**src/core/nand_host_pkg.sv**
```systemverilog
package nand_host_pkg;
    // Array organisation
    localparam int PAGES_PER_BLOCK = 64;
    localparam int MAIN_BYTES = 2048;
    localparam int SPARE_BYTES = 64;
    localparam int MAIN_WORDS = 1024;
    localparam int SPARE_WORDS = 32;
    localparam int BLOCKS_1G = 1024;
    localparam int BLOCKS_2G = 2048;
    localparam int MIN_VALID_1G = 1004;
    localparam int MIN_VALID_2G = 2008;
    localparam int ADDR_CYCLES_1G = 4;
    localparam int ADDR_CYCLES_2G = 5;
    // Timing
    localparam int CLK_PERIOD_PS = 5000;
    localparam int RECOVERY_US = 10;
    localparam int RECOVERY_CYCLES = (RECOVERY_US * 1000000 + CLK_PERIOD_PS - 1) / CLK_PERIOD_PS;
    localparam int GLITCH_NS = 5;
    // Strobe phase length, kept well above the ignored glitch width
    localparam int PHASE_CYCLES = (GLITCH_NS * 1000 + CLK_PERIOD_PS - 1) / CLK_PERIOD_PS + 1;
    localparam logic [3:0] PHASE_W = 4'(PHASE_CYCLES);
    // Request kinds
    typedef enum logic [1:0] {
        OP_COMMAND,
        OP_ADDRESS,
        OP_WRITE,
        OP_READ
    } op_type;
    localparam logic [7:0] ZERO_BYTE = 8'h00;
    localparam logic [15:0] ZERO_WORD = 16'h0000;
endpackage

```
**src/core/nand_pin_if.sv**
```systemverilog
interface nand_pin_if;
    import nand_host_pkg::*;
    logic cs_n;
    logic command_latch_strobe;
    logic address_latch_strobe;
    logic we_n;
    logic re_n;
    logic [15:0] lanes_out;
    logic lanes_oe;
    modport drive (output cs_n, command_latch_strobe, address_latch_strobe, we_n, re_n, lanes_out, lanes_oe);
    modport pins (input cs_n, command_latch_strobe, address_latch_strobe, we_n, re_n, lanes_out, lanes_oe);
endinterface

```
**src/core/nand_recovery_timer.sv**
```systemverilog
module nand_recovery_timer #(
    parameter int COUNT = nand_host_pkg::RECOVERY_CYCLES
) (
    // Clock and reset
    input wire logic clock_i,
    input wire logic reset_n_i,
    // Status
    output logic done_o
);
    import nand_host_pkg::*;
    typedef struct packed {
        logic [31:0] cnt;
        logic done;
    } tmr_type;
    tmr_type st_r;
    tmr_type st_nxt;

    always_comb begin
        st_nxt = st_r;
        if (!st_r.done) begin
            if (st_r.cnt >= 32'(COUNT - 1)) begin
                st_nxt.done = 1'b1;
            end else begin
                st_nxt.cnt = st_r.cnt + 32'd1;
            end
        end
    end

    always_ff @(posedge clock_i or negedge reset_n_i) begin
        if (!reset_n_i) begin
            st_r <= '0;
        end else begin
            st_r <= st_nxt;
        end
    end

    assign done_o = st_r.done;

    a_recovery_len: assert property (@(posedge clock_i) disable iff (!reset_n_i)
        $rose(st_r.done) |-> st_r.cnt == 32'(COUNT - 1))
        else $error("recovery finished at wrong count");
endmodule

```
**src/core/nand_host_ctrl.sv**
```systemverilog
module nand_host_ctrl #(
    parameter int RECOVERY = nand_host_pkg::RECOVERY_CYCLES
) (
    // Clock and reset
    input wire logic clock_i,
    input wire logic reset_n_i,
    // Request side
    input wire logic req_valid_i,
    input wire nand_host_pkg::op_type req_op_i,
    input wire logic [15:0] req_data_i,
    input wire logic req_last_i,
    input wire logic wide_i,
    output logic req_ready_o,
    output logic rd_valid_o,
    output logic [15:0] rd_data_o,
    output logic ready_o,
    // Protection control
    input wire logic protect_i,
    // Device pins
    output logic cs_n_o,
    output logic command_latch_strobe_o,
    output logic address_latch_strobe_o,
    output logic we_n_o,
    output logic re_n_o,
    output logic write_protect_n_o,
    output logic [15:0] lanes_o,
    output logic lanes_oe_o,
    input wire logic [15:0] lanes_i,
    input wire logic ready_busy_n_i
);
    import nand_host_pkg::*;

    ////////////////////////////////////////////////////////////////////////////
    // Pin bundle and power-up recovery

    nand_pin_if pin_bus ();
    logic recovered;

    nand_recovery_timer #(
        .COUNT(RECOVERY)
    ) u_recovery (
        .clock_i(clock_i),
        .reset_n_i(reset_n_i),
        .done_o(recovered)
    );

    ////////////////////////////////////////////////////////////////////////////
    // Sequencer state

    typedef enum logic [2:0] {
        S_POWERUP,
        S_IDLE,
        S_SETUP,
        S_STROBE,
        S_HOLD
    } state_type;

    typedef struct packed {
        state_type state;
        op_type op;
        logic [3:0] cnt;
        logic cs_n;
        logic cle;
        logic ale;
        logic we_n;
        logic re_n;
        logic [15:0] dout;
        logic oe;
        logic last;
        logic wide;
        logic rd_valid;
        logic [15:0] rd_data;
    } ctrl_type;

    ctrl_type st_r;
    ctrl_type st_nxt;

    always_comb begin
        st_nxt = st_r;
        st_nxt.rd_valid = 1'b0;
        unique case (st_r.state)
            S_POWERUP: begin
                // Device not ready for commands during recovery
                if (recovered && ready_busy_n_i) begin
                    st_nxt.state = S_IDLE;
                end
            end
            S_IDLE: begin
                if (req_valid_i) begin
                    st_nxt.op = req_op_i;
                    st_nxt.last = req_last_i;
                    st_nxt.wide = wide_i;
                    st_nxt.cs_n = 1'b0;
                    st_nxt.cle = (req_op_i == OP_COMMAND);
                    // Address cycle count is the requester's duty, one byte per request
                    st_nxt.ale = (req_op_i == OP_ADDRESS);
                    st_nxt.oe = (req_op_i != OP_READ);
                    // Commands and addresses only on the low byte lanes
                    if (req_op_i == OP_WRITE && wide_i) begin
                        st_nxt.dout = req_data_i;
                    end else begin
                        st_nxt.dout = {ZERO_BYTE, req_data_i[7:0]};
                    end
                    st_nxt.cnt = PHASE_W;
                    st_nxt.state = S_SETUP;
                end
            end
            S_SETUP: begin
                if (st_r.cnt == 4'd1) begin
                    // Strobe low phase longer than the ignored glitch width
                    if (st_r.op == OP_READ) begin
                        st_nxt.re_n = 1'b0;
                    end else begin
                        st_nxt.we_n = 1'b0;
                    end
                    st_nxt.cnt = PHASE_W;
                    st_nxt.state = S_STROBE;
                end else begin
                    st_nxt.cnt = st_r.cnt - 4'd1;
                end
            end
            S_STROBE: begin
                if (st_r.cnt == 4'd1) begin
                    if (st_r.op == OP_READ) begin
                        st_nxt.rd_valid = 1'b1;
                        st_nxt.rd_data = st_r.wide ? lanes_i : {ZERO_BYTE, lanes_i[7:0]};
                    end
                    // Rising we_n edge latches command, address and write cycles in the device; the read word is already captured here
                    st_nxt.we_n = 1'b1;
                    st_nxt.re_n = 1'b1;
                    st_nxt.cnt = PHASE_W;
                    st_nxt.state = S_HOLD;
                end else begin
                    st_nxt.cnt = st_r.cnt - 4'd1;
                end
            end
            S_HOLD: begin
                if (st_r.cnt == 4'd1) begin
                    st_nxt.cle = 1'b0;
                    st_nxt.ale = 1'b0;
                    st_nxt.oe = 1'b0;
                    st_nxt.dout = ZERO_WORD;
                    // Select kept low between cycles of one operation
                    st_nxt.cs_n = st_r.last;
                    st_nxt.state = S_IDLE;
                end else begin
                    st_nxt.cnt = st_r.cnt - 4'd1;
                end
            end
            default: st_nxt.state = S_POWERUP;
        endcase
    end

    always_ff @(posedge clock_i or negedge reset_n_i) begin
        if (!reset_n_i) begin
            st_r <= '{state: S_POWERUP, op: OP_COMMAND, cnt: 4'd0, cs_n: 1'b1, cle: 1'b0, ale: 1'b0,
                      we_n: 1'b1, re_n: 1'b1, dout: ZERO_WORD, oe: 1'b0, last: 1'b1, wide: 1'b0,
                      rd_valid: 1'b0, rd_data: ZERO_WORD};
        end else begin
            st_r <= st_nxt;
        end
    end

    ////////////////////////////////////////////////////////////////////////////
    // Outputs

    assign pin_bus.cs_n = st_r.cs_n;
    assign pin_bus.command_latch_strobe = st_r.cle;
    assign pin_bus.address_latch_strobe = st_r.ale;
    assign pin_bus.we_n = st_r.we_n;
    assign pin_bus.re_n = st_r.re_n;
    assign pin_bus.lanes_out = st_r.dout;
    assign pin_bus.lanes_oe = st_r.oe;

    assign cs_n_o = pin_bus.cs_n;
    assign command_latch_strobe_o = pin_bus.command_latch_strobe;
    assign address_latch_strobe_o = pin_bus.address_latch_strobe;
    assign we_n_o = pin_bus.we_n;
    assign re_n_o = pin_bus.re_n;
    assign lanes_o = pin_bus.lanes_out;
    assign lanes_oe_o = pin_bus.lanes_oe;
    // Protect pin is not sequenced, it follows software directly once recovery is done and is held low before that
    assign write_protect_n_o = !protect_i && recovered;
    assign req_ready_o = (st_r.state == S_IDLE);
    assign rd_valid_o = st_r.rd_valid;
    assign rd_data_o = st_r.rd_data;
    assign ready_o = (st_r.state == S_IDLE) && ready_busy_n_i;

    ////////////////////////////////////////////////////////////////////////////
    // Checks

    a_no_early_cmd: assert property (@(posedge clock_i) disable iff (!reset_n_i)
        !recovered |-> cs_n_o && we_n_o)
        else $error("bus touched during recovery");
    a_cmd_levels: assert property (@(posedge clock_i) disable iff (!reset_n_i)
        (st_r.op == OP_COMMAND && !we_n_o) |-> !cs_n_o && command_latch_strobe_o
        && !address_latch_strobe_o && re_n_o)
        else $error("command cycle levels wrong");
    a_addr_levels: assert property (@(posedge clock_i) disable iff (!reset_n_i)
        (st_r.op == OP_ADDRESS && !we_n_o) |-> !cs_n_o && address_latch_strobe_o
        && !command_latch_strobe_o && re_n_o)
        else $error("address cycle levels wrong");
    a_write_levels: assert property (@(posedge clock_i) disable iff (!reset_n_i)
        (st_r.op == OP_WRITE && !we_n_o) |-> !cs_n_o && !address_latch_strobe_o
        && !command_latch_strobe_o && re_n_o)
        else $error("data-in cycle levels wrong");
    a_read_levels: assert property (@(posedge clock_i) disable iff (!reset_n_i)
        !re_n_o |-> !cs_n_o && we_n_o && !address_latch_strobe_o
        && !command_latch_strobe_o && !lanes_oe_o)
        else $error("data-out cycle levels wrong");
    a_latch_excl: assert property (@(posedge clock_i) disable iff (!reset_n_i)
        !(command_latch_strobe_o && address_latch_strobe_o))
        else $error("both latches high");
    a_strobe_width: assert property (@(posedge clock_i) disable iff (!reset_n_i)
        $fell(we_n_o) |-> !we_n_o [*2])
        else $error("write strobe too short");
    a_upper_lanes: assert property (@(posedge clock_i) disable iff (!reset_n_i)
        (lanes_oe_o && st_r.op != OP_WRITE) |-> lanes_o[15:8] == ZERO_BYTE)
        else $error("upper lanes used for command or address");
    // Capture and strobe release share one edge
    a_read_capture: assert property (@(posedge clock_i) disable iff (!reset_n_i)
        $rose(re_n_o) |-> rd_valid_o)
        else $error("read strobe without captured word");

    c_command: cover property (@(posedge clock_i) $rose(we_n_o) && st_r.op == OP_COMMAND);
    c_address: cover property (@(posedge clock_i) $rose(we_n_o) && st_r.op == OP_ADDRESS);
    c_read: cover property (@(posedge clock_i) rd_valid_o);
    c_wide_write: cover property (@(posedge clock_i) $rose(we_n_o) && st_r.op == OP_WRITE && st_r.wide);
endmodule

```
**config.mk**
```make
export PLATFORM = sky130hd
export DESIGN_NAME = nand_host_ctrl
export DESIGN_NICKNAME = d
export VERILOG_FILES = /design/src/core/nand_host_pkg.sv /design/src/core/nand_pin_if.sv /design/src/core/nand_recovery_timer.sv /design/src/core/nand_host_ctrl.sv
export SDC_FILE = /design/constraint.sdc
export NUM_CORES = 1
export LEC_CHECK = 0
export ABC_AREA = 0
export BUFFER_PORTS_ARGS = -buffer_cell sky130_fd_sc_hd__buf_2
export CAP_MARGIN = 20
export CORE_MARGIN = 10
export CORE_UTILIZATION = 40
export DETAILED_ROUTE_END_ITERATION = 6
export GPL_TIMING_DRIVEN = 0
export PLACE_DENSITY_LB_ADDON = 0.08
export SYNTH_ARGS = -nofsm -noshare
export SYNTH_HDL_FRONTEND = slang
export SYNTH_HIERARCHICAL = 1
export SYNTH_SLANG_ARGS = --single-unit
```
**constraint.sdc**
```tcl
create_clock -name clock_i -period 2.35 [get_ports clock_i]
set_clock_uncertainty 0.2 [all_clocks]
set_input_delay 0.235 -clock clock_i [delete_from_list [all_inputs] [get_ports clock_i]]
set_output_delay 0.235 -clock clock_i [all_outputs]
set_load 0.02 [all_outputs]
```
* After elaboration in Yosys (flattened, before gate mapping)
Index checks and enable logic that the tools add are counted.
** Storage, ports and cells
- Word-level logic and storage cells :: 83
- Register bits :: 83
- Output and inout bits :: 42
- Input port bits :: 41
** Cells by class
- Equality and inequality tests :: 17
- Mux-type cells :: 26
- Bitwise logic cells :: 2
- Add/subtract/negate cells :: 2
- Reductions and logical operators :: 19
- Order comparisons :: 1
** Operator list (count)
- $mux 17 :: 4
- $pmux 17 s2 :: 1
- $add 32x1->32 const B :: 1
- $ge 32x11->1 const B :: 1
- $mux 16 :: 2
- $mux 19 :: 1
- $ne 2x2->1 const B :: 9
- $mux 3 :: 5
- $pmux 3 s5 :: 1
- $mux 12 :: 1
- $pmux 4 s3 :: 1
- $reduce_and 3->1 :: 3
- $mux 4 :: 2
- $reduce_and 4->1 :: 2
- $eq 3x2->1 const B :: 2
- $pmux 3 s2 :: 1
- $reduce_and 5->1 :: 1
- $eq 2x2->1 const B :: 2
- $eq 4x1->1 const B :: 1
- $logic_and 1x1->1 :: 4
- $mux 1 :: 4
- $mux 2 :: 2
- $pmux 2 s2 :: 1
- $reduce_and 2->1 :: 2
- 11 further kinds :: 13

* Depth between registers and ports, before layout
Gate-level depths: netlist (run 1).
- Depth after elaboration :: 5
- Mapped depth :: 7

* Hierarchy
The synthesis (run 1) kept the hierarchy.
** Modules (own cells, without submodules)
- nand_host_ctrl :: times used 1, cells each 246, sequential area each 1256.2 µm², area an instance 2578.7 µm²
- nand_recovery_timer :: times used 1, cells each 100, sequential area each 825.8 µm², area an instance 1212.4 µm²

* Worst setup path after synthesis (run 1)
No wires, ideal clock.
- Path kind :: flip-flop to flip-flop
- From :: register st_r[42] in the netlist's numbering
- To :: register st_r, in the netlist rd_data_o[7]
- Arrival time :: 1.932 ns
- Period minus slack after synthesis :: 2.257 ns
- Cell stages (with the launch flop) :: 8
- Slack :: 0.093 ns
- Cells stage by stage :: dfrtp_1 -> inv_1 -> ha_1 -> or3b_1 -> buf_6 -> nor3_4 -> buf_12 -> mux2_4
** Between the ends
- Cells in the longest elaborated chain, start to end :: 2
** Ends and longest elaborated chain
- from (decl) :: RTL line nand_host_ctrl.sv:75 : ctrl_type st_r;
- from (signal assigned) :: RTL line nand_host_ctrl.sv:156 : st_r <= '{state: S_POWERUP, op: OP_COMMAND, cnt: 4'd0, cs_n: 1'b1, cle: 1'b0, ale: 1'b0,
- from (signal assigned) :: RTL line nand_host_ctrl.sv:160 : st_r <= st_nxt;
- $eq 4x1->1 :: RTL line nand_host_ctrl.sv:123 : if (st_r.cnt == 4'd1) begin
- $reduce_and 3->1 (no source line)
No other way between the ends.
A chain may end at the register's enable or synchronous reset.

* Worst setup path in the final report (run 1)
- From :: register st_r[41] in the netlist's numbering
- To :: register st_r, in the netlist rd_data_o[0]
Same word-level chain as after synthesis.

==> results.json, run 1 <==
{
  "status": "completed",
  "drc_errors": 0,
  "yosysSeqAreaShare_pct": 54.9,
  "critPathKind": "reg2reg",
  "vias_per_cell": 4.49,
  "cp_cell_sequence": "ha_2 -> or3b_1 -> buf_6 -> nor3_4 -> buf_12 -> mux2_2",
  "yosys-top-cells-area": "dfrtp_1, buf_4, mux2i_1",
  "numCtsBuffers": 9,
  "coreArea_um2": 9240,
  "hp-class": "in2async",
  "synth_top_cell_area_share_pct": 52.1,
  "crit_arrival_ns": 2.28,
  "worst_slew_pin_slew_ns": 0.486,
  "seq_area_um2": 2080,
  "wl_mm": 8.35,
  "grt_pass1_vias": 2817,
  "fillers": 814,
  "grt_max_degree": 55,
  "ys_seq_elements": 83,
  "synth.net_count": 390,
  "reg2reg_depth": 6,
  "synth_area_per_cell_um2": 11.0,
  "r2r-end": "rd_data_o[0]",
  "ant_nets": 0,
  "netlist_area_um2": 3790,
  "min_period_ns": 2.25,
  "layout_commonest_cell": "buf_2",
  "areaGrowthSynthToFinish_pct": 31.8,
  "required_ns": 2.38,
  "crit_fanout": 9,
  "drt_iter0_markers": 165,
  "rrSetupSlack_ns": 0.1,
  "die_area_um2": 13800,
  "cap_violations": 0,
  "grt_pass1_wl_mm": 14.4,
  "clockRootBuffer": "clkbuf_8",
  "synth_top_area_cell": "dfrtp_1",
  "layout.nets": 523,
  "initial_core_util_pct": 41.0,
  "globalplace.congestion": 0.783,
  "async_flop_share_pct": 100,
  "fin_crit_sh_pct": 95.8,
  "dp_hpwl_mm": 5.70,
  "portBuffers": 82,
  "drive_above_1_share_pct": 34.1,
  "synth_edf_count": 0,
  "fmax_mhz": 444,
  "power_leakage_uw": 0.00247,
  "power.density_nw_per_um2": 514,
  "ys_warn_count": 6,
  "track_usage_pct": 12.5,
  "die_h_um": 117,
  "cts_htree_levels": 3,
  "cp-startpoint": "st_r[41]",
  "ir_worst_vdd_mv": 0.361,
  "diodes": 0,
  "wl_per_cell_um": 13.6,
  "synthCells": 346,
  "finalHoldViolations": 0,
  "multi_input_area_um2": 1160,
  "place_area_um2": 4390,
  "ys.flop_type": "dfrtp_1",
  "cp-end-kind": "register",
  "hold-worst-slack_ns": 0.162,
  "ios": 83,
  "endpoint": "rd_data_o[0]",
  "finalSetupViolCount": 0,
  "r2r-start": "st_r[41]",
  "antenna_found_initial": 0,
  "clkLatencyLatePin_ns": 0.35,
  "grt_overflow": 0,
  "clkSinkCount": 83,
  "drv_slew": 0,
  "cts_buffer_depth": 2,
  "worstSetupStartpointType": "register",
  "synth_cell_type_count": 52,
  "dr.pass1.iters": 4,
  "vias": 2752,
  "crit_path_top_delay_cell": "dfrtp_1",
  "rows": 35,
  "critical_path.max_stage_delay_ns": 0.44,
  "clk_pin_slew_ns": 0.08,
  "die-width_um": 117,
  "layout_common_cells": "buf_2, dfrtp_1, dlygate4sd3_1",
  "final_area_um2": 5000,
  "final_util_pct": 54.1,
  "relSlewSlack_pct": 67.6,
  "cts_tree": "built"
}
-- synth_stat cells (2+ instances only) --
cell type and number:
o21ai_0 15, clkbuf_1 29, ha_1 3, nor3_1 5
dfrtp_1 79, nor3b_1 3, buf_2 2, buf_4 33
nand2_1 19, inv_1 34, mux2i_1 16, nand3b_1 2
buf_1 3, buf_6 2, a21o_1 2, o2bb2ai_1 3
o221ai_1 2, nand3_1 3, nor2b_1 2, nor2_1 9
mux2_2 13, a21oi_1 2, xor2_1 9, nand4_1 20
dfstp_2 4, nor4_1 6
-- metrics by stage --
step / total power, uW / TNS (ns) / std cells / worst slack (ns)
floorplan: 1470 / 0 / 346 / 0.0928
global route: 2700 / -0.00825 / 613 / -0.00825
detailed placement: 1540 / -0.653 / 558 / -0.123
CTS: 2620 / 0 / 612 / 0.0266
global placement: 1530 / -0.670 / 557 / -0.0992
finish: 2570 / 0 / 613 / 0.0979
-- cell type report --
type | instances | area share, %
tap | 129 | 3.23
clock inverter | 5 | 1.25
multi-input combinational | 158 | 23.3
clock buffer | 11 | 2.63
sequential | 83 | 41.7
timing repair buffer | 122 | 16.8
inverter | 34 | 2.55
buffer | 71 | 8.61
-- timing repair --
action                                  in CTS  in global routing
endpoints found under the setup margin      21                 19
endpoints found under the hold margin       65                  0
buffers inserted                             1                  1
hold buffers                                37                  0
pin swaps                                    1                  1
gates resized for setup                      1                  3
-- report_power, final --
part | total, uW | leakage, uW | switching [uW] | internal (uW)
combinational | 130 | 0.00140 | 57.2 | 72.8
sequential | 1430 | 0.000979 | 0 | 1430
clock | 1010 | 0.0000901 | 515 | 498
-- how the worst min path moves through the flow --
stage	slack, ns	end	from
6_report	0.16	u_recovery/st_r[23]	reset_n_i
5_1_grt	0.18	u_recovery/st_r[21]	reset_n_i
3_3_place_gp	0.24	u_recovery/st_r[18]	u_recovery/st_r[18]
2_1_floorplan	-0.26	address_latch_strobe_o	reset_n_i
3_5_place_dp	0.004	u_recovery/st_r[21]	reset_n_i
4_1_cts	0.15	lanes_o[6]	reset_n_i
-- routing by layer --
metal | track usage (%) | vias up | wire, um
met4 | 3.29 | 0 | 48
met5 | 0 | - | 0
met2 | 19.7 | 55 | 4070
met3 | 3.98 | 4 | 384
met1 | 16.0 | 1310 | 3850
li1 | - | 1383 | -
-- worst max-delay path: cells and delay by family, from the launching register on --
kind,cells,cell delay (ns)
simple gates,2,0.63
buf+inv,2,0.31
flops,1,0.44
mux,1,0.32
fa+ha+maj,1,0.22
-- state kept, by name, summed over array words and instances, names as in the netlist, 11 cells and up --
signal / flops
st_r: 11
u_recovery/st_r: 32
rd_data_o: 16
lanes_o: 16
-- logic make-up (layout without fill, tap and decap cells) --
family                     count (synthesis)  in the layout  synth area share, %
and+or+nand+nor                           81             81                 12.6
xor gates and xnor gates                  10             10                 2.31
AOI/OAI and AO/OA                         34             34                 5.94
muxes                                     30             30                 8.48
DFF                                       83             83                 54.9
buffers and inverters                    105            243                 14.7
adders and majority gates                  3              3                0.990
Power figures use the tool's default switching activity.
==> inputs of run 2 (changes only) <==
--- a/config.mk
+++ b/config.mk
@@ -13,6 +13,7 @@
 export DETAILED_ROUTE_END_ITERATION = 6
 export GPL_TIMING_DRIVEN = 0
 export PLACE_DENSITY_LB_ADDON = 0.08
+export RECOVER_POWER = 100
 export SYNTH_ARGS = -nofsm -noshare
 export SYNTH_HDL_FRONTEND = slang
 export SYNTH_HIERARCHICAL = 1
==> results.json, run 2 (synthesis gave the netlist of run 1 again) <==
{
  "status": "completed",
  "cp_cell_sequence": "ha_2 -> or3b_1 -> buf_6 -> nor3_4 -> buf_12 -> mux2_2",
  "crit_arrival_ns": 2.28,
  "initial_core_util_pct": 41.0,
  "stdcell_count": 613,
  "clk_pin_slew_ns": 0.08,
  "min_period_ns": 2.25,
  "hp-class": "in2reg",
  "layout_commonest_cell": "dfrtp_1",
  "track_usage_pct": 12.5,
  "power_leakage_uw": 0.00236,
  "ir_worst_vdd_mv": 0.360,
  "layout_common_cells": "dfrtp_1, clkbuf_1, buf_2",
  "clkSinkCount": 83,
  "diodes": 0,
  "dp_hpwl_mm": 5.70,
  "grt_pass1_vias": 2817,
  "die_h_um": 117,
  "power_switching_uw": 576,
  "rows": 35,
  "vias": 2772,
  "fin_crit_sh_pct": 95.9,
  "multi_input_area_um2": 1140,
  "critical_path.max_stage_delay_ns": 0.44,
  "dp.cells": 558,
  "drv_slew": 0,
  "layout.nets": 523,
  "globalplace.congestion": 0.783,
  "ios": 83,
  "p_sw_share_pct": 22.4,
  "drive_above_1_share_pct": 24.8,
  "worstSetupStartpointType": "register",
  "grt_overflow": 0,
  "intPower_uw": 1990,
  "final_area_um2": 4900,
  "worst_slew_pin_slew_ns": 0.736,
  "required_ns": 2.38,
  "cp-startpoint": "st_r[41]",
  "numCtsBuffers": 9,
  "dr.pass1.iters": 4,
  "cts_tree": "built",
  "r2r-start": "st_r[41]",
  "fillers": 840,
  "drc_errors": 0,
  "coreArea_um2": 9240,
  "seq_area_um2": 2080,
  "p_comb_share_pct": 4.9,
  "cts_buffer_depth": 2,
  "ant_nets": 0,
  "place_area_um2": 4390,
  "cp-end-kind": "register",
  "hold_start": "ready_busy_n_i",
  "clockRootBuffer": "clkbuf_8",
  "fmax_mhz": 444,
  "areaGrowthSynthToFinish_pct": 29.3,
  "portBuffers": 82,
  "crit_path_top_delay_cell": "dfrtp_1",
  "clkLatencyLatePin_ns": 0.35,
  "vias_per_cell": 4.52,
  "relSlewSlack_pct": 50.9,
  "die-width_um": 117,
  "final.setup.worst_slack_ns": 0.0973,
  "die_area_um2": 13800,
  "p_seq_share_pct": 55.6,
  "p_clk_share_pct": 39.6,
  "grt_pass1_wl_mm": 14.4,
  "power.density_nw_per_um2": 524,
  "wl_per_cell_um": 13.8,
  "finalSetupViolCount": 0,
  "largest_reg_flops": 32,
  "antenna_found_initial": 0,
  "critPathKind": "reg2reg",
  "wl_mm": 8.44,
  "grt_max_degree": 55,
  "regMostFlops": "u_recovery/st_r",
  "cts_htree_levels": 3,
  "dpl_worst_slack_ns": -0.123,
  "cap_violations": 0,
  "drt_iter0_markers": 165,
  "finalHoldViolations": 0,
  "crit_fanout": 9
}
## run 2: cell types whose count changed in the layout (fill, tap and decap cells not counted), sizes merged
cell / previous run / this run
buf: 126 / 80
clkbuf: 40 / 86
## run 2: layout make-up
class / count / area share [%]
clock inverter: 5 / 1.28
sequential: 83 / 42.5
multi-input combinational: 158 / 23.3
clock buffer: 11 / 2.68
inverter: 34 / 2.60
timing repair buffer: 122 / 15.6
tap: 129 / 3.29
buffer: 71 / 8.76
## run 2: metal layers
layer	track usage, %	part of all wire, %
met1	16.0	47
met5	0	0
met4	3.29	0.85
met3	3.98	4.6
met2	19.7	47
## run 2: power groups by stage
| stage | sequential, uW | clock [uW] | combinational [uW] |
|---|---|---|---|
| after floorplan | 1460 | 0 | 9.70 |
| after global placement | 1460 | 0 | 77.7 |
| after detailed placement | 1460 | 0 | 84.1 |
| after CTS | 1430 | 1060 | 132 |
| after global routing | 1430 | 1130 | 140 |
| final | 1430 | 1020 | 125 |
## run 2: path summary, 6_finish.rpt
check / end / cells past startpoint / slack [ns]
worst max register to register: rd_data_o[0] / 6 / 0.1
min in group asynchronous: u_recovery/st_r[23] / 2 / 0.28
worst max-delay path: rd_data_o[0] / 6 / 0.1
worst min-delay path: st_r[47] / 4 / 0.24
worst min register to register: u_recovery/st_r[28] / 1 / 0.26
max in group asynchronous: rd_data_o[3] / 3 / 0.40
## run 2: timing repair
action | 4_1_cts | 5_1_grt
endpoints found under the hold margin | 65 | 0
setup endpoints to repair | 21 | 19
pin swaps | 1 | 1
resized for setup | 1 | 3
hold buffers | 37 | 0
buffers inserted | 1 | 1
## run 2: metrics by stage
stage / hold slack, ns / total power (uW) / utilization, % / setup TNS, ns
detailed placement: 0.00415 / 1540 / 47.5 / -0.653
finish: 0.240 / 2570 / 53.0 / 0
CTS: 0.153 / 2620 / 53.9 / 0
global placement: 0.240 / 1530 / 47.2 / -0.670
floorplan: -0.261 / 1470 / - / 0
global route: 0.254 / 2690 / 53.0 / -0.00825
## run 2: critical path, delay by kind of cell, from the launching register on
kind                       cells  cell delay (ns)
adders and majority gates      1             0.22
DFF                            1             0.44
muxes                          1             0.32
and+or+nand+nor                2             0.63
buffers and inverters          2             0.32
==> inputs of run 3 (changes only) <==
--- a/config.mk
+++ b/config.mk
@@ -10,6 +10,7 @@
 export CAP_MARGIN = 20
 export CORE_MARGIN = 10
 export CORE_UTILIZATION = 40
+export CTS_BUF_LIST = sky130_fd_sc_hd__clkbuf_8 sky130_fd_sc_hd__clkbuf_16
 export DETAILED_ROUTE_END_ITERATION = 6
 export GPL_TIMING_DRIVEN = 0
 export PLACE_DENSITY_LB_ADDON = 0.08
==> results.json, run 3 (synthesis gave the netlist of run 1 again) <==
{
  "status": "completed",
  "grt_max_degree": 55,
  "wl_mm": 8.42,
  "dp_hpwl_mm": 5.70,
  "fillers": 840,
  "power_leakage_uw": 0.00237,
  "drive_above_1_share_pct": 24.8,
  "die_area_um2": 13800,
  "wl_per_cell_um": 13.7,
  "initial_core_util_pct": 41.0,
  "fin_tns_setup_ns": 0,
  "cp-end-kind": "register",
  "seq_area_um2": 2080,
  "vias_per_cell": 4.52,
  "crit_path_top_delay_cell": "dfrtp_1",
  "cp_cell_sequence": "ha_2 -> or3b_1 -> buf_6 -> nor3_4 -> buf_12 -> mux2_2",
  "die_h_um": 117,
  "largest_reg_flops": 32,
  "cts_htree_levels": 3,
  "finalSetupViolCount": 0,
  "clkLatencyLatePin_ns": 0.35,
  "multi_input_area_um2": 1140,
  "ir_worst_vdd_mv": 0.359,
  "cts_buffer_depth": 2,
  "hp-class": "in2reg",
  "final_util_pct": 53.0,
  "critPathBufInv": 2,
  "power.density_nw_per_um2": 522,
  "power.total_uw": 2560,
  "ant_nets": 0,
  "worstSetupStartpointType": "register",
  "diodes": 0,
  "clkSinkCount": 83,
  "grt_overflow": 0,
  "cts_tree": "built",
  "hold-worst-slack_ns": 0.240,
  "crit_arrival_ns": 2.29,
  "grt_pass1_wl_mm": 14.4,
  "drc_errors": 0,
  "portBuffers": 82,
  "die-width_um": 117,
  "vias": 2772,
  "dp.cells": 558,
  "finalHoldViolations": 0,
  "drt_iter0_markers": 189,
  "crit_fanout": 9,
  "required_ns": 2.38,
  "antenna_found_initial": 0,
  "areaGrowthSynthToFinish_pct": 29.3,
  "critPathKind": "reg2reg",
  "min_period_ns": 2.25,
  "stdcell_count": 613,
  "layout.nets": 523,
  "drv_slew": 0,
  "fmax_mhz": 444,
  "clk_pin_slew_ns": 0.08,
  "worst_slew_pin_slew_ns": 0.736,
  "layout_common_cells": "dfrtp_1, clkbuf_1, buf_2",
  "layout_commonest_cell": "dfrtp_1",
  "ios": 83,
  "cp_top_family": "simple AND/OR/NAND/NOR gates",
  "cap_violations": 0,
  "numCtsBuffers": 9,
  "globalplace.congestion": 0.783,
  "clockRootBuffer": "clkbuf_8",
  "relSlewSlack_pct": 51.0,
  "regMostFlops": "u_recovery/st_r",
  "critical_path.max_stage_delay_ns": 0.44,
  "track_usage_pct": 12.5,
  "rows": 35,
  "dr.pass1.iters": 4,
  "coreArea_um2": 9240,
  "grt_pass1_vias": 2817,
  "fin_crit_sh_pct": 95.9
}
## run 3: per-stage QoR
stage | setup WS (ns) | area (um^2)
floorplan | 0.0928 | 3790
global placement | -0.0992 | 4360
detailed placement | -0.123 | 4390
CTS | 0.0266 | 4980
global route | -0.00825 | 4900
finish | 0.0963 | 4900
## run 3: per-layer routing
metal / share of wire, % / global-route usage (%)
met5: 0 / 0
met4: 0.86 / 3.29
met3: 4.6 / 3.98
met2: 48 / 19.7
met1: 47 / 16.0
## run 3: cell type report
cell class / instances / area share, %
buffer: 71 / 8.76
clock buffer: 9 / 2.53
clock inverter: 7 / 1.43
inverter: 34 / 2.60
multi-input combinational: 158 / 23.3
sequential: 83 / 42.5
tap: 129 / 3.29
timing repair buffer: 122 / 15.6
## run 3: path summary, 6_finish.rpt
kind,startpoint,endpoint,slack (ns),cells after the start
hold / removal,ready_busy_n_i,st_r[47],0.24,4
min in group asynchronous,reset_n_i,u_recovery/st_r[23],0.28,2
hold reg to reg,u_recovery/st_r[28],u_recovery/st_r[28],0.26,1
max in group asynchronous,reset_n_i,rd_data_o[3],0.41,3
setup reg to reg,st_r[41],rd_data_o[0],0.1,6
setup / recovery,st_r[41],rd_data_o[0],0.1,6
## run 3: worst reg2reg max path: cells and delay by family, from the launching register on
kind | cells | cell delay (ns)
adder cells (fa/ha/maj) | 1 | 0.22
AND/OR/NAND/NOR | 2 | 0.63
buffers and inverters | 2 | 0.32
multiplexers | 1 | 0.33
flip-flops | 1 | 0.44
## run 3: power by group
group	internal [uW]	total, uW	switching, uW
clock network	489	1010	519
registers	1430	1430	0
logic	68.4	125	56.5
## run 3: repair_timing
action | CTS | global route
endpoints found under the setup margin | 21 | 19
hold endpoints to repair | 65 | 0
setup buffers | 1 | 1
pin swaps | 1 | 1
resized for setup | 1 | 3
hold buffers | 37 | 0
